<file path="src/verilog/acb_defs.svh">
/*
  Offsets, field positions, reset values and counts of the converter B scan control block.
  Assumes inclusion by its bare name from the package and the design modules.
*/
`ifndef ACB_DEFS_SVH
`define ACB_DEFS_SVH

// Register byte offsets and result slot count
`define ACB_OFS_CTRL        12'h000
`define ACB_OFS_STATUS      12'h004
`define ACB_OFS_RESULT0     12'h010
`define ACB_RESULT_SLOTS    4

// Control register fields
`define ACB_CTRL_HALT       14
`define ACB_CTRL_LAUNCH     13
`define ACB_CTRL_TRIG_EN    12
`define ACB_CTRL_IRQ_EN     11
`define ACB_CTRL_LOCKSTEP   5
`define ACB_CTRL_DIV_MSB    4
`define ACB_DIV_W           5

// Status register fields
`define ACB_STAT_ACTIVE     0
`define ACB_STAT_DONE       1

// Reset values
`define ACB_LOCKSTEP_RST    1'b1
`define ACB_DIV_RST         5'h00

// Scan mode codes
`define ACB_MODE_W          3
`define ACB_MODE_PAR_BIT    0
`define ACB_MODE_ONCE       2'b00
`define ACB_MODE_LOOP       2'b01

// Synchroniser depth
`define ACB_SYNC_STAGES     2

`endif

</file>
<file path="src/verilog/acb_pkg.sv">
/*
  Types of the converter B scan control block.
  Assumes acb_defs.svh is on the include path.
*/
`default_nettype none
`include "acb_defs.svh"

package acb_pkg;

  // Gray order: idle -> scan -> idle
  typedef enum logic [0:0] {
    ACB_ST_IDLE = 1'b0,
    ACB_ST_SCAN = 1'b1
  } acb_state_t;

  typedef struct packed {
    logic                       rd_pend_ff;
    logic                       wr_pend_ff;
    logic [11:0]                addr_ff;
    logic                       hready_ff;
    logic [31:0]                hrdata_ff;
    logic                       halt_ff;
    logic                       trig_en_ff;
    logic                       irq_en_ff;
    logic                       lockstep_ff;
    logic [`ACB_DIV_W-1:0]      div_ff;
    logic                       armed_ff;
    logic                       done_ff;
    acb_state_t                 state_ff;
    logic                       start_ff;
    logic                       stop_ff;
    logic                       irq_ff;
    logic                       res_valid_ff;
    logic [1:0]                 res_index_ff;
    logic [15:0]                res_data_ff;
  } acb_state_s_t;

endpackage : acb_pkg

`default_nettype wire

</file>
<file path="src/verilog/acb_scan_ctrl.sv">
/*
  Converter B scan control: control/status registers over AHB-Lite, start, halt and
  hardware trigger handling, scan tracking, end-of-scan interrupt, processor result writes.
  Assumes one clock, a synchronous active-high reset, a single AHB-Lite master, and a
  converter B sequencer that pulses scan_end when its list ends or a disabled slot is met.
*/
// Summary of operation
// - In parallel scan modes the control register governs converter B scans.
// - Lockstep set (default): B follows A; B halt, start, trigger, irq bits ignored.
// - Lockstep clear: B halt, start, trigger enable and trigger pin run B alone.
// - Independent: irq enable gates the B end-of-scan interrupt.
// - Independent: scan-active flag stands while a B scan runs.
// - Independent: halt stops B scans and blocks new ones.
// - While halted, trigger pulses and start writes are ignored.
// - Once halted, the processor may write the result registers.
// - Processor result writes travel the same path as converter data.
// - Writing 1 to write-only start begins a B scan; 0 does nothing.
// - A start write during a running scan is ignored.
// - Trigger enabled: rising edge on trigger pin starts a B scan.
// - Trigger disabled: only a start write begins a scan.
// - Trigger pulses during a running scan are ignored.
// - Once modes honour one trigger pulse until trigger enable is rewritten.
// - Re-arming the trigger is accepted at any time, even mid-scan.
// - Lockstep: a scan ends in both converters when either meets a disabled slot.
// - Independent: B scans its own list; loop mode restarts until halted.
`default_nettype none
`include "acb_defs.svh"

module acb_scan_ctrl #(
  parameter int unsigned RESULT_SLOTS = `ACB_RESULT_SLOTS
) (
  input  wire logic                   clk,
  input  wire logic                   reset,
  input  wire logic                   hsel,
  input  wire logic [31:0]            haddr,
  input  wire logic [1:0]             htrans,
  input  wire logic                   hwrite,
  input  wire logic [2:0]             hsize,
  input  wire logic [31:0]            hwdata,
  input  wire logic                   hready,
  output logic                        hreadyout,
  output logic                        hresp,
  output logic [31:0]                 hrdata,
  input  wire logic [`ACB_MODE_W-1:0] scan_mode,
  input  wire logic                   a_scan_start,
  input  wire logic                   a_scan_end,
  input  wire logic                   b_scan_end,
  input  wire logic                   b_trigger_pin,
  input  wire logic                   conv_result_valid,
  input  wire logic [1:0]             conv_result_index,
  input  wire logic [15:0]            conv_result_data,
  output logic                        b_scan_start,
  output logic                        b_scan_stop,
  output logic                        b_scan_active_flag,
  output logic                        b_scan_done_irq,
  output logic                        result_valid,
  output logic [1:0]                  result_index,
  output logic [15:0]                 result_data
);

  ////////////////////////////////////////////////////////////////////////////
  // Elaboration check
  if (RESULT_SLOTS != 4) begin : g_bad_slots
    $error("acb_scan_ctrl: RESULT_SLOTS must be 4");
  end

  if (`ACB_SYNC_STAGES < 2) begin : g_bad_sync
    $error("acb_scan_ctrl: trigger synchroniser needs at least two stages");
  end

  if (`ACB_DIV_W != `ACB_CTRL_DIV_MSB + 1) begin : g_bad_div
    $error("acb_scan_ctrl: divider field width does not match its position");
  end

  ////////////////////////////////////////////////////////////////////////////
  // Helpers
  function automatic logic is_result_addr(input logic [11:0] a);
    is_result_addr = (a >= `ACB_OFS_RESULT0) && (a < `ACB_OFS_RESULT0 + 12'h010) && (a[1:0] == 2'b00);
  endfunction

  function automatic logic [1:0] result_slot(input logic [11:0] a);
    result_slot = a[3:2];
  endfunction

  function automatic logic is_ctrl_addr(input logic [11:0] a);
    is_ctrl_addr = (a == `ACB_OFS_CTRL);
  endfunction

  function automatic logic is_stat_addr(input logic [11:0] a);
    is_stat_addr = (a == `ACB_OFS_STATUS);
  endfunction

  // Launch bit is write-only, so it always reads back as 0
  function automatic logic [31:0] ctrl_image(input acb_pkg::acb_state_s_t s);
    ctrl_image                      = 32'h0000_0000;
    ctrl_image[`ACB_CTRL_HALT]      = s.halt_ff;
    ctrl_image[`ACB_CTRL_TRIG_EN]   = s.trig_en_ff;
    ctrl_image[`ACB_CTRL_IRQ_EN]    = s.irq_en_ff;
    ctrl_image[`ACB_CTRL_LOCKSTEP]  = s.lockstep_ff;
    ctrl_image[`ACB_CTRL_DIV_MSB:0] = s.div_ff;
  endfunction

  function automatic logic [31:0] stat_image(input acb_pkg::acb_state_s_t s, input logic ind);
    stat_image                   = 32'h0000_0000;
    stat_image[`ACB_STAT_ACTIVE] = (s.state_ff == acb_pkg::ACB_ST_SCAN) & ind;
    stat_image[`ACB_STAT_DONE]   = s.done_ff;
  endfunction

  ////////////////////////////////////////////////////////////////////////////
  // Trigger pin
  logic trig_rise;

  acb_sync_edge u_sync (
    .clk   (clk),
    .reset (reset),
    .pin   (b_trigger_pin),
    .rise  (trig_rise)
  );

  ////////////////////////////////////////////////////////////////////////////
  // State
  acb_pkg::acb_state_s_t cur;
  acb_pkg::acb_state_s_t nxt_cur;

  logic        addr_phase;
  logic        parallel;
  logic        once_mode;
  logic        loop_mode;
  logic        indep;
  logic        wr_ctrl;
  logic        wr_stat;
  logic        wr_res;
  logic        sw_start;
  logic        hw_start;
  logic        begin_scan;
  logic        end_scan;
  logic        halt_now;
  logic [31:0] rd_val;

  always_comb begin
    nxt_cur = cur;

    addr_phase = hsel & htrans[1] & hready;
    parallel   = scan_mode[`ACB_MODE_PAR_BIT];
    once_mode  = (scan_mode[2:1] == `ACB_MODE_ONCE);
    loop_mode  = (scan_mode[2:1] == `ACB_MODE_LOOP);
    indep      = parallel & ~cur.lockstep_ff;

    // Write data phase: zero wait states
    wr_ctrl = cur.wr_pend_ff & is_ctrl_addr(cur.addr_ff);
    wr_stat = cur.wr_pend_ff & is_stat_addr(cur.addr_ff);
    wr_res  = cur.wr_pend_ff & is_result_addr(cur.addr_ff);

    if (wr_ctrl) begin
      nxt_cur.halt_ff     = hwdata[`ACB_CTRL_HALT];
      nxt_cur.trig_en_ff  = hwdata[`ACB_CTRL_TRIG_EN];
      nxt_cur.irq_en_ff   = hwdata[`ACB_CTRL_IRQ_EN];
      nxt_cur.lockstep_ff = hwdata[`ACB_CTRL_LOCKSTEP];
      nxt_cur.div_ff      = hwdata[`ACB_CTRL_DIV_MSB:0];
    end

    // Any write with trigger enable set re-arms, scanning or not
    if (wr_ctrl && hwdata[`ACB_CTRL_TRIG_EN]) begin
      nxt_cur.armed_ff = 1'b1;
    end else if (wr_ctrl) begin
      nxt_cur.armed_ff = 1'b0;
    end

    // Halt takes effect with the write that sets it
    halt_now = wr_ctrl ? hwdata[`ACB_CTRL_HALT] : cur.halt_ff;

    // Start sources; blocked while halted or already scanning
    sw_start = wr_ctrl & hwdata[`ACB_CTRL_LAUNCH];
    hw_start = trig_rise & cur.trig_en_ff & (cur.armed_ff | ~once_mode);
    begin_scan = 1'b0;
    end_scan   = 1'b0;

    nxt_cur.start_ff = 1'b0;
    nxt_cur.stop_ff  = 1'b0;

    if (!parallel) begin
      // Sequential modes: register has its other meaning, B is left alone
      nxt_cur.state_ff = acb_pkg::ACB_ST_IDLE;
    end else if (cur.lockstep_ff) begin
      // B mirrors A; B-only controls have no effect
      unique case (cur.state_ff)
        acb_pkg::ACB_ST_IDLE: begin
          if (a_scan_start) begin
            nxt_cur.state_ff = acb_pkg::ACB_ST_SCAN;
            nxt_cur.start_ff = 1'b1;
          end
        end
        acb_pkg::ACB_ST_SCAN: begin
          if (a_scan_end || b_scan_end) begin
            nxt_cur.state_ff = acb_pkg::ACB_ST_IDLE;
            nxt_cur.stop_ff  = 1'b1;
          end
        end
      endcase
    end else begin
      unique case (cur.state_ff)
        acb_pkg::ACB_ST_IDLE: begin
          if (!halt_now && (sw_start || hw_start)) begin
            begin_scan = 1'b1;
          end
        end
        acb_pkg::ACB_ST_SCAN: begin
          // Start writes and trigger pulses here are dropped
          if (halt_now) begin
            nxt_cur.state_ff = acb_pkg::ACB_ST_IDLE;
            nxt_cur.stop_ff  = 1'b1;
          end else if (b_scan_end) begin
            end_scan = 1'b1;
            if (loop_mode) begin
              nxt_cur.start_ff = 1'b1;
            end else begin
              nxt_cur.state_ff = acb_pkg::ACB_ST_IDLE;
            end
          end
        end
      endcase
    end

    if (begin_scan) begin
      nxt_cur.state_ff = acb_pkg::ACB_ST_SCAN;
      nxt_cur.start_ff = 1'b1;
      // A re-arm write in the same cycle wins over consuming the trigger
      if (hw_start && once_mode && !(wr_ctrl && hwdata[`ACB_CTRL_TRIG_EN])) begin
        nxt_cur.armed_ff = 1'b0;
      end
    end

    // Done flag: set beats a write-one clear in the same cycle
    if (end_scan) begin
      nxt_cur.done_ff = 1'b1;
    end else if (wr_stat && hwdata[`ACB_STAT_DONE]) begin
      nxt_cur.done_ff = 1'b0;
    end

    nxt_cur.irq_ff = nxt_cur.done_ff & cur.irq_en_ff & indep;

    // Result path: processor writes only while halted in independent mode
    if (wr_res && cur.halt_ff && indep) begin
      nxt_cur.res_valid_ff = 1'b1;
      nxt_cur.res_index_ff = result_slot(cur.addr_ff);
      nxt_cur.res_data_ff  = hwdata[15:0];
    end else begin
      nxt_cur.res_valid_ff = conv_result_valid;
      nxt_cur.res_index_ff = conv_result_index;
      nxt_cur.res_data_ff  = conv_result_data;
    end

    // Bus: reads take one wait state so writes ahead of them are seen
    nxt_cur.wr_pend_ff = 1'b0;
    rd_val = 32'h0000_0000;
    if (is_ctrl_addr(cur.addr_ff)) begin
      rd_val = ctrl_image(cur);
    end else if (is_stat_addr(cur.addr_ff)) begin
      rd_val = stat_image(cur, indep);
    end

    if (cur.rd_pend_ff) begin
      nxt_cur.rd_pend_ff = 1'b0;
      nxt_cur.hready_ff  = 1'b1;
      nxt_cur.hrdata_ff  = rd_val;
    end else if (addr_phase) begin
      nxt_cur.addr_ff    = haddr[11:0];
      nxt_cur.rd_pend_ff = ~hwrite;
      nxt_cur.wr_pend_ff = hwrite;
      nxt_cur.hready_ff  = hwrite;
    end
  end

  ////////////////////////////////////////////////////////////////////////////
  // Registers
  always_ff @(posedge clk) begin
    if (reset) begin
      cur             <= '0;
      cur.hready_ff   <= 1'b1;
      cur.lockstep_ff <= `ACB_LOCKSTEP_RST;
      cur.div_ff      <= `ACB_DIV_RST;
      cur.state_ff    <= acb_pkg::ACB_ST_IDLE;
    end else begin
      cur <= nxt_cur;
    end
  end

  ////////////////////////////////////////////////////////////////////////////
  // Outputs from flip-flops, except hresp, which is tied to 0
  assign hreadyout          = cur.hready_ff;
  assign hresp              = 1'b0;
  assign hrdata             = cur.hrdata_ff;
  assign b_scan_start       = cur.start_ff;
  assign b_scan_stop        = cur.stop_ff;
  assign b_scan_active_flag = (cur.state_ff == acb_pkg::ACB_ST_SCAN);
  assign b_scan_done_irq    = cur.irq_ff;
  assign result_valid       = cur.res_valid_ff;
  assign result_index       = cur.res_index_ff;
  assign result_data        = cur.res_data_ff;

endmodule // acb_scan_ctrl

`default_nettype wire

</file>
<file path="src/verilog/acb_sync_edge.sv">
/*
  Two-stage synchroniser with rising edge detector for the converter B trigger pin.
  Assumes the pin is asynchronous to clk; one pulse out per rising edge.
*/
`default_nettype none
`include "acb_defs.svh"

module acb_sync_edge (
  input  wire logic clk,
  input  wire logic reset,
  input  wire logic pin,
  output logic      rise
);

  logic [`ACB_SYNC_STAGES-1:0] sync_ff;
  logic                        last_ff;
  logic                        rise_ff;

  ////////////////////////////////////////////////////////////////////////////
  // Only the last stage feeds the edge detector
  always_ff @(posedge clk) begin
    if (reset) begin
      sync_ff <= '0;
      last_ff <= 1'b0;
      rise_ff <= 1'b0;
    end else begin
      sync_ff <= {sync_ff[`ACB_SYNC_STAGES-2:0], pin};
      last_ff <= sync_ff[`ACB_SYNC_STAGES-1];
      rise_ff <= sync_ff[`ACB_SYNC_STAGES-1] & ~last_ff;
    end
  end

  assign rise = rise_ff;

endmodule // acb_sync_edge

`default_nettype wire
</file>
<file path="config.mk">
export PLATFORM = sky130hd
export DESIGN_NAME = acb_scan_ctrl
export DESIGN_NICKNAME = d
export VERILOG_FILES = /design/src/verilog/acb_pkg.sv /design/src/verilog/acb_scan_ctrl.sv /design/src/verilog/acb_sync_edge.sv
export VERILOG_INCLUDE_DIRS = /design/src /design/src/verilog
export SDC_FILE = /design/constraint.sdc
export NUM_CORES = 1
export LEC_CHECK = 0
export ABC_AREA = 1
export BUFFER_PORTS_ARGS = -buffer_cell sky130_fd_sc_hd__buf_2
export CELL_PAD_IN_SITES_DETAIL_PLACEMENT = 2
export CELL_PAD_IN_SITES_GLOBAL_PLACEMENT = 2
export CORE_ASPECT_RATIO = 1.75
export CORE_MARGIN = 3
export CORE_UTILIZATION = 24
export CTS_CLUSTER_DIAMETER = 60
export DETAILED_ROUTE_END_ITERATION = 10
export PLACE_DENSITY = 0.91
export SLEW_MARGIN = 20
export SYNTH_ARGS = -nofsm -noshare
export SYNTH_HDL_FRONTEND = slang
export SYNTH_SLANG_ARGS = --single-unit
</file>
<file path="constraint.sdc">
create_clock -name clk -period 3.45 [get_ports clk]
set_clock_uncertainty 0.1 [all_clocks]
set_input_delay 0.1725 -clock clk [delete_from_list [all_inputs] [get_ports clk]]
set_output_delay 0.1725 -clock clk [all_outputs]
set_load 0.005 [all_outputs]
</file>
==> results of run 1 <==
==> cell usage after synthesis, types with 2 or more instances <==
| cell type | n |
|---|---|
| a21oi_2 | 11 |
| a21oi_1 | 23 |
| nor2_1 | 35 |
| nor3_1 | 5 |
| nand2_1 | 31 |
| inv_1 | 40 |
| dfxtp_1 | 62 |
| nand3_1 | 11 |
| o21ai_1 | 13 |
| a31oi_1 | 2 |
| buf_4 | 52 |
| o21ai_0 | 37 |
| clkbuf_1 | 7 |
| buf_6 | 2 |
==> through the flow <==
stage               worst slack [ns]  power [mW]  utilization [%]  cells
floorplan                       2.02       0.874                -    369
global placement                1.24       0.906             27.2    534
detailed placement              1.05       0.916             27.2    534
CTS                            0.997        1.75             31.2    567
global route                   0.814        1.80             31.2    568
finish                          1.05        1.72             31.2    568
==> worst register-to-register path, cell delays in order (launching register included) <==
cell and delay, ns:
dfxtp_1 0.39, nor2_2 0.22, nand4_2 0.13, nor3_4 0.82, buf_4 0.35, o21ai_0 0.13
a21oi_1 0.19
==> sequential cells by signal, summed over array words and instances, names as in the netlist <==
signal,flops
cur,25
hrdata,9
result_data,16
u_sync.sync_ff,2
result_index,2
b_scan_done_irq,1
b_scan_start,1
u_sync.last_ff,1
u_sync.rise,1
b_scan_stop,1
result_valid,1
hreadyout,1
b_scan_active_flag,1
==> cell families after synthesis <==
| family | synth area share [%] |
|---|---|
| DFF | 45.1 |
| and+or+nand+nor | 15.2 |
| buffers and inverters | 21.7 |
| other | 0.136 |
| AOI/OAI and AO/OA | 17.8 |
==> area by class of cell <==
| type | instances | area [um^2] | area share [%] |
|---|---|---|---|
| diodes | 1 | 2.50 | 0.0719 |
| repair buffers | 112 | 653 | 18.8 |
| inverters | 41 | 154 | 4.42 |
| clock buffers | 11 | 243 | 6.97 |
| multi-input cells | 204 | 998 | 28.7 |
| well taps | 132 | 165 | 4.74 |
| flip-flops and latches | 62 | 1240 | 35.6 |
| clock inverters | 5 | 25.0 | 0.719 |
==> path summary, 6_finish.rpt <==
check / slack [ns] / end / startpoint
setup / recovery: 1.05 / result_data[13] / cur[30]
setup reg to reg: 1.05 / result_data[13] / cur[30]
hold / removal: 0.0006 / cur[74] / haddr[7]
hold reg to reg: 0.30 / u_sync.rise / u_sync.last_ff
==> power by group through the flow <==
stage | Clock (mW) | Sequential (mW) | Combinational (mW)
floorplan | 0 | 0.764 | 0.110
global placement | 0 | 0.765 | 0.141
detailed placement | 0 | 0.767 | 0.149
CTS | 0.832 | 0.752 | 0.166
global route | 0.858 | 0.754 | 0.187
finish | 0.801 | 0.752 | 0.164
==> routing by layer <==
layer	vias to the layer above	track usage [%]	part of all wire (%)
li1	1204	-	-
met1	1180	13.9	35
met2	81	26.8	57
met3	18	2.45	4.6
met4	0	7.72	3.5
met5	-	0	0
==> summary.txt, run 1 <==
Status: finished clean
Hold slack: 0.000617 ns
Vias: 2483
Seq cells post-synth: 62
Fillcell total: 1315
Pre-antenna DRT Iters: 3
Drt first-iter violations: 50
Drt drc: 0
Mean cell area of the mapped netlist: 7.95 um^2
GP Congestion: 0.811
Die W: 86.9 um
Row count: 51
Clock transition at the registers of the reported paths: 0.05 ns
Number of max-cap violations: 0
Critical Path RT: 3.59 ns
Internal: 1.31 mW
Post-placement cell area: 3040 um^2
Worst path max stage delay: 0.82 ns
Leak: 1.67 nW
CP arrival: 2.54 ns
Grt total ovfl: 0
Fmax: 416 MHz
Most frequent cells in the layout: 92 x buf_2, 62 x dfxtp_1, 40 x inv_1
VDD IR max: 0.298 mV
CTS sink cnt: 62
Fin crit period: 2.40 ns
CP top delay family: simple AND/OR/NAND/NOR gates
Routed WL per cell: 15.5 um
IO buf count: 92
Die H: 148 um
Cts repair resizes: 0
Synth async-reset ratio: 0%
Syn Std Cell Area: 2750 um^2
Reg2reg path depth: 6
NetSw: 0.407 mW
Yosys warns: 0
Max-slew violations: 0
Hold Crit Class: in -> reg
Share of the synthesized area in the top cell type: 45.1%
Gr usage total: 14.2%
Logic pwr share: 9.6%
Setup bufs post-CTS: 0
Finish-stage setup viols: 0
Largest net degree at the start of global routing: 23
Largest area contributor in the synthesized netlist: dfxtp_1
Final hold vios: 0
Pwr dens: 493 nW/um^2
Setup TNS: 0 ns
Clock network power share: 46.6%
Worst path buffer plus inverter count: 1
Slowest cell on the critical path: nor3_4
Clock latency on the worst-skew pair: 0.32 ns
IO Count: 157
Cells after Synth: 346
Top FF cell, synth: dfxtp_1
Seq pwr share: 43.8%
Cell area after layout: 3480 um^2
Hold buffers post-CTS: 17
Crit-path cells: nor2_2 > nand4_2 > nor3_4 > buf_4 > o21ai_0 > a21oi_1
P&R area growth vs syn: 26.6%
Commonest non-fill, non-tap cell in the layout: buf_2
Vias per cell: 4.37
RSZ-0062 raised after global routing: no
Worst setup EP type: register
Antenna Nets Post-Route: 0
Sequential element share of the synthesized area: 45.1%
CTS max path bufs: 2
Fraction of layout cells with a size suffix above 1: 29.7%
Setup crit start kind: register
CTS root buf: clkbuf_16
Total CTS buffers: 9
WHS Path Cells: 3
Die area: 12800 um^2
First-pass GRT wire length: 13800 um
Worst slew pin tran: 0.980 ns
Fin nets: 530
DP HPWL: 6430 um
Final period util: 69.6%
Initial Utilization: 24.6%
TritonCTS clock tree: built
Number of synthesized flops with an enable pin: 0
Post-Route WL: 8800 um
Largest cells by area after synthesis: dfxtp_1 45%, buf_4 14%, o21ai_0 6.7%
Synth cell types: 29
Core footprint: 11200 um^2
Vias in the first global route: 2762
Sw Ratio: 23.7%
Critical path class: reg -> reg
Initial antenna violation count: 1
H-tree depth: 3
Worst Path Max Fanout: 22
Cell depth of the worst setup path: 6
Slew headroom: 34.5%
Power figures use the tool's default switching activity.
==> run 2: changes to the inputs <==
--- a/config.mk
+++ b/config.mk
@@ -12,10 +12,10 @@
 export CELL_PAD_IN_SITES_GLOBAL_PLACEMENT = 2
 export CORE_ASPECT_RATIO = 1.75
 export CORE_MARGIN = 3
-export CORE_UTILIZATION = 24
+export CORE_UTILIZATION = 20
 export CTS_CLUSTER_DIAMETER = 60
 export DETAILED_ROUTE_END_ITERATION = 10
-export PLACE_DENSITY = 0.91
+export PLACE_DENSITY = 0.82
 export SLEW_MARGIN = 20
 export SYNTH_ARGS = -nofsm -noshare
 export SYNTH_HDL_FRONTEND = slang
==> constraint.sdc (replaced) <==
create_clock -name clk -period 1.9 [get_ports clk]
set_clock_uncertainty 0.1 [all_clocks]
set_input_delay 0.095 -clock clk [delete_from_list [all_inputs] [get_ports clk]]
set_output_delay 0.095 -clock clk [all_outputs]
set_load 0.005 [all_outputs]
==> run 2 against run 1 <==
  * The run now ends with hold timing left
  * Cell count increased by 14%
  * Global-route usage shrank 0.50 points
  * Worst setup slack lost 0.87 ns
  * Worst hold slack got worse by 0.011 ns
  * Clock power up 120%
==> summary.txt, run 2 (same netlist as run 1, synthesis figures left out) <==
Worst path max stage delay: 0.31 ns
Status: complete, but fails checks
Failing checks: hold timing
Total CTS buffers: 9
Vias: 2679
Final period util: 90.3%
Die area: 15300 um^2
Worst slew pin tran: 0.544 ns
RSZ-0062 raised after global routing: no
Pwr dens: 877 nW/um^2
P&R area growth vs syn: 44.0%
Commonest non-fill, non-tap cell in the layout: buf_2
Hold Crit Class: in -> reg
CTS sink cnt: 62
CP arrival: 1.88 ns
VDD IR max: 0.339 mV
Leak: 1.83 nW
Max reg flops: 25
Final worst setup slack: 0.183 ns
Pre-antenna DRT Iters: 3
Routed WL per cell: 15.8 um
Crit-path cells: nor2_1 > nand2_1 > nor2_4 > nand3_4 > inv_1 > nand2_1 > o21ai_0 > o21ai_1 > nor2_1
Seq pwr share: 39.3%
Core footprint: 13500 um^2
Drt first-iter violations: 72
First-pass GRT wire length: 15800 um
Hold slack: -0.0107 ns
CP top delay family: simple AND/OR/NAND/NOR gates
Post-Route WL: 10200 um
Fmax: 583 MHz
Initial antenna violation count: 1
Critical path class: reg -> reg
TritonCTS clock tree: built
IO Count: 157
Antenna Nets Post-Route: 0
Most flop-heavy register: cur
Die H: 161 um
Logic pwr share: 10.7%
Internal: 2.66 mW
Fraction of layout cells with a size suffix above 1: 29.5%
Largest net degree at the start of global routing: 38
Finish-stage setup viols: 0
Most frequent cells in the layout: 92 x buf_2, 62 x dfxtp_1, 47 x dlygate4sd3_1
Post-Place Worst Slack: 0.126 ns
Final hold vios: 2
Number of max-cap violations: 0
H-tree depth: 3
Slowest cell on the critical path: dfxtp_1
CTS max path bufs: 2
Clock latency on the worst-skew pair: 0.33 ns
Slew headroom: 63.6%
Worst path buffer plus inverter count: 1
Setup TNS: 0 ns
Sw Ratio: 23.4%
Row count: 56
CTS root buf: clkbuf_16
Setup crit start kind: register
Vias in the first global route: 3079
DP HPWL: 6770 um
Drt drc: 0
GP Congestion: 0.774
Critical Path RT: 2.06 ns
Max-slew violations: 0
Gr usage total: 13.7%
Worst setup EP type: register
Vias per cell: 4.15
Clock transition at the registers of the reported paths: 0.06 ns
Die W: 94.7 um
Grt total ovfl: 0
Clock network power share: 50.0%
Fin nets: 567
IO buf count: 92
Worst Path Max Fanout: 7
NetSw: 0.814 mW
Fin crit period: 1.72 ns
Initial Utilization: 20.5%
-- run 2: changes by cell type in the layout (fill, tap and decap cells not counted) --
cell and delta:
dlygate4sd3_1 +30, buf_4 +6, clkinv_2 -4, clkinvlp_4 +4, bufinv_16 +2, nor2_1 -2, nor2_2 +2, buf_12 +1
clkbuf_1 -1, clkbuf_8 -1, inv_1 -1, nand3_2 -1, nand3_4 +1
-- run 2: layer usage --
layer | vias to the layer above | wire [um] | GRT usage (%)
li1 | 1278 | - | -
met1 | 1283 | 3570 | 13.3
met2 | 95 | 5790 | 26.0
met3 | 23 | 435 | 2.70
met4 | 0 | 386 | 7.16
met5 | - | 0 | 0
-- run 2: worst paths after layout --
check                 startpoint           endpoint  depth (start not counted)  slack, ns
max                      cur[75]            cur[24]                          9       0.18
min          conv_result_data[3]     result_data[3]                          3      -0.01
max reg2reg              cur[75]            cur[24]                          9       0.18
min reg2reg    u_sync.sync_ff[0]  u_sync.sync_ff[1]                          2       0.32
-- run 2: final cells by class --
class                   count  area (um^2)
diodes                      1         2.50
clock buffers               9          225
clock inverters             6         87.6
fillers                  1604         9490
inverters                  41          158
multi-input cells         204         1010
flip-flops and latches     62         1240
well taps                 174          218
repair buffers            149         1020
-- run 2: metrics by stage --
step           util [%]  instances  cell area [um^2]  power [mW]
3_5_place_dp       23.3        580              3140        1.67
5_1_grt            29.4        646              3960        3.64
4_1_cts            29.1        642              3920        3.51
6_report           29.4        646              3960        3.47
2_1_floorplan         -        369              2840        1.59
3_3_place_gp       23.3        580              3140        1.65
-- run 2: repair_timing --
action | CTS | global route
hold buffers | 47 | 0
endpoints found under the hold margin | 38 | 0
setup buffers | 0 | 3
endpoints found under the setup margin | 0 | 13
gates resized for setup | 0 | 4
-- run 2: power groups by stage --
| stage | clock [mW] | combinational (mW) | sequential (mW) |
|---|---|---|---|
| 3_5_place_dp | 0 | 0.280 | 1.39 |
| 3_3_place_gp | 0 | 0.266 | 1.39 |
| 4_1_cts | 1.79 | 0.357 | 1.36 |
| 6_report | 1.74 | 0.372 | 1.36 |
| 2_1_floorplan | 0 | 0.200 | 1.39 |
| 5_1_grt | 1.86 | 0.414 | 1.37 |
-- run 2: worst register-to-register path, cell delays in order (launching register included) --
cell	delay, ns
dfxtp_1	0.31
nor2_1	0.12
nand2_1	0.16
nor2_4	0.23
nand3_4	0.15
inv_1	0.16
nand2_1	0.13
o21ai_0	0.11
o21ai_1	0.10
nor2_1	0.08
==> run 3: changes to the inputs <==
--- a/config.mk
+++ b/config.mk
@@ -15,6 +15,7 @@
 export CORE_UTILIZATION = 20
 export CTS_CLUSTER_DIAMETER = 60
 export DETAILED_ROUTE_END_ITERATION = 10
+export HOLD_SLACK_MARGIN = 0.12
 export PLACE_DENSITY = 0.82
 export SLEW_MARGIN = 20
 export SYNTH_ARGS = -nofsm -noshare
==> run 3 against run 2 <==
  * The run now ends clean
  * Maximum frequency is 1.4% lower
  * Non-clock buffer count is 12 higher
  * Worst hold slack better by 0.21 ns
  * Die area stayed put
  * Sequential share of layout area is 0.92 points lower
  * Final area is 3.0% higher
  * Register-to-register slack hardly changed
  * Critical path depth stayed put
  * Critical path type is now in -> reg
==> summary.txt, run 3 (same netlist as run 1, synthesis figures left out) <==
Most frequent cells in the layout: 92 x buf_2, 62 x dfxtp_1, 59 x dlygate4sd3_1
Die W: 94.7 um
P&R area growth vs syn: 48.3%
Routed WL per cell: 16.0 um
IO buf count: 92
Critical path class: in -> reg
Pre-antenna DRT Iters: 4
Commonest non-fill, non-tap cell in the layout: buf_2
IO Count: 157
Gr usage total: 14.1%
RSZ-0062 raised after global routing: no
CTS max path bufs: 2
Hold slack: 0.199 ns
Largest net degree at the start of global routing: 38
VDD IR max: 0.338 mV
Die area: 15300 um^2
Worst setup EP type: register
Max reg flops: 25
DP HPWL: 6770 um
First-pass GRT wire length: 16300 um
Setup crit start kind: input port
Fin nets: 579
CTS sink cnt: 62
Row count: 56
Number of max-cap violations: 0
Reg2reg path depth: 9
Status: finished clean
Fin crit period: 1.74 ns
Pwr dens: 856 nW/um^2
Clock latency on the worst-skew pair: 0.33 ns
Finish-stage setup viols: 0
Vias in the first global route: 3109
Initial antenna violation count: 1
Post-Route WL: 10500 um
Worst Path Max Fanout: 37
Fmax: 575 MHz
Cells after DPL: 580
Final period util: 91.6%
TritonCTS clock tree: built
Final cell count without fillers: 658
Worst slew pin tran: 0.570 ns
Final hold vios: 0
Final worst setup slack: 0.159 ns
Clock transition at the registers of the reported paths: 0.06 ns
Post-placement cell area: 3140 um^2
Drt drc: 0
Core footprint: 13500 um^2
Fin util: 30.3%
Hold Crit Class: in -> reg
CTS root buf: clkbuf_16
Antenna Nets Post-Route: 0
Cell area after layout: 4080 um^2
Max-slew violations: 0
H-tree depth: 3
Leak: 1.89 nW
Most flop-heavy register: cur
Vias: 2718
Grt total ovfl: 0
Initial Utilization: 20.5%
Fraction of layout cells with a size suffix above 1: 28.8%
Die H: 161 um
Setup TNS: 0 ns
Slew headroom: 61.9%
WHS Path Cells: 4
GP Congestion: 0.774
Vias per cell: 4.13
Post-Place Worst Slack: 0.126 ns
Final Power: 3.50 mW
Total CTS buffers: 9
Drt first-iter violations: 80
Critical Path RT: 2.06 ns
CP arrival: 1.90 ns
-- run 3: final timing paths --
kind,start,endpoint,slack (ns)
setup / recovery,scan_mode[0],result_index[0],0.16
hold / removal,htrans[1],cur[79],0.20
setup reg to reg,cur[75],cur[24],0.19
hold reg to reg,u_sync.last_ff,u_sync.rise,0.29
-- run 3: power by group --
| group | switching (mW) | total (mW) | internal, mW |
|---|---|---|---|
| Combinational | 0.199 | 0.392 | 0.193 |
| Clock | 0.601 | 1.74 | 1.14 |
| Sequential | 0.0189 | 1.37 | 1.35 |
| Total | 0.819 | 3.50 | 2.68 |
-- run 3: layout make-up --
class	instances	area (um^2)
Antenna cell	1	2.50
Clock buffer	9	225
Clock inverter	6	87.6
Fill cell	1598	9370
Inverter	41	158
Multi-Input combinational cell	204	1010
Sequential cell	62	1240
Tap cell	174	218
Timing Repair Buffer	161	1140
-- run 3: layer usage --
layer	up-vias	global-route usage, %	wire [um]
met2	89	27.5	6080
li1	1302	-	-
met5	-	0	0
met1	1304	13.5	3660
met4	0	7.03	378
met3	23	2.61	418
-- run 3: timing repair --
action                     CTS  global route
setup buffers                0             3
gates resized for setup      0             4
setup endpoints to repair    0            13
hold buffers                59             0
hold endpoints to repair    53             0
-- run 3: worst max-delay path: stages --
cell           delay, ns
dlygate4sd3_1       0.53
buf_2               0.14
inv_2               0.05
nor2_2              0.18
nand4_2             0.13
nor3_4              0.22
buf_12              0.25
o21ai_0             0.15
a21oi_1             0.14
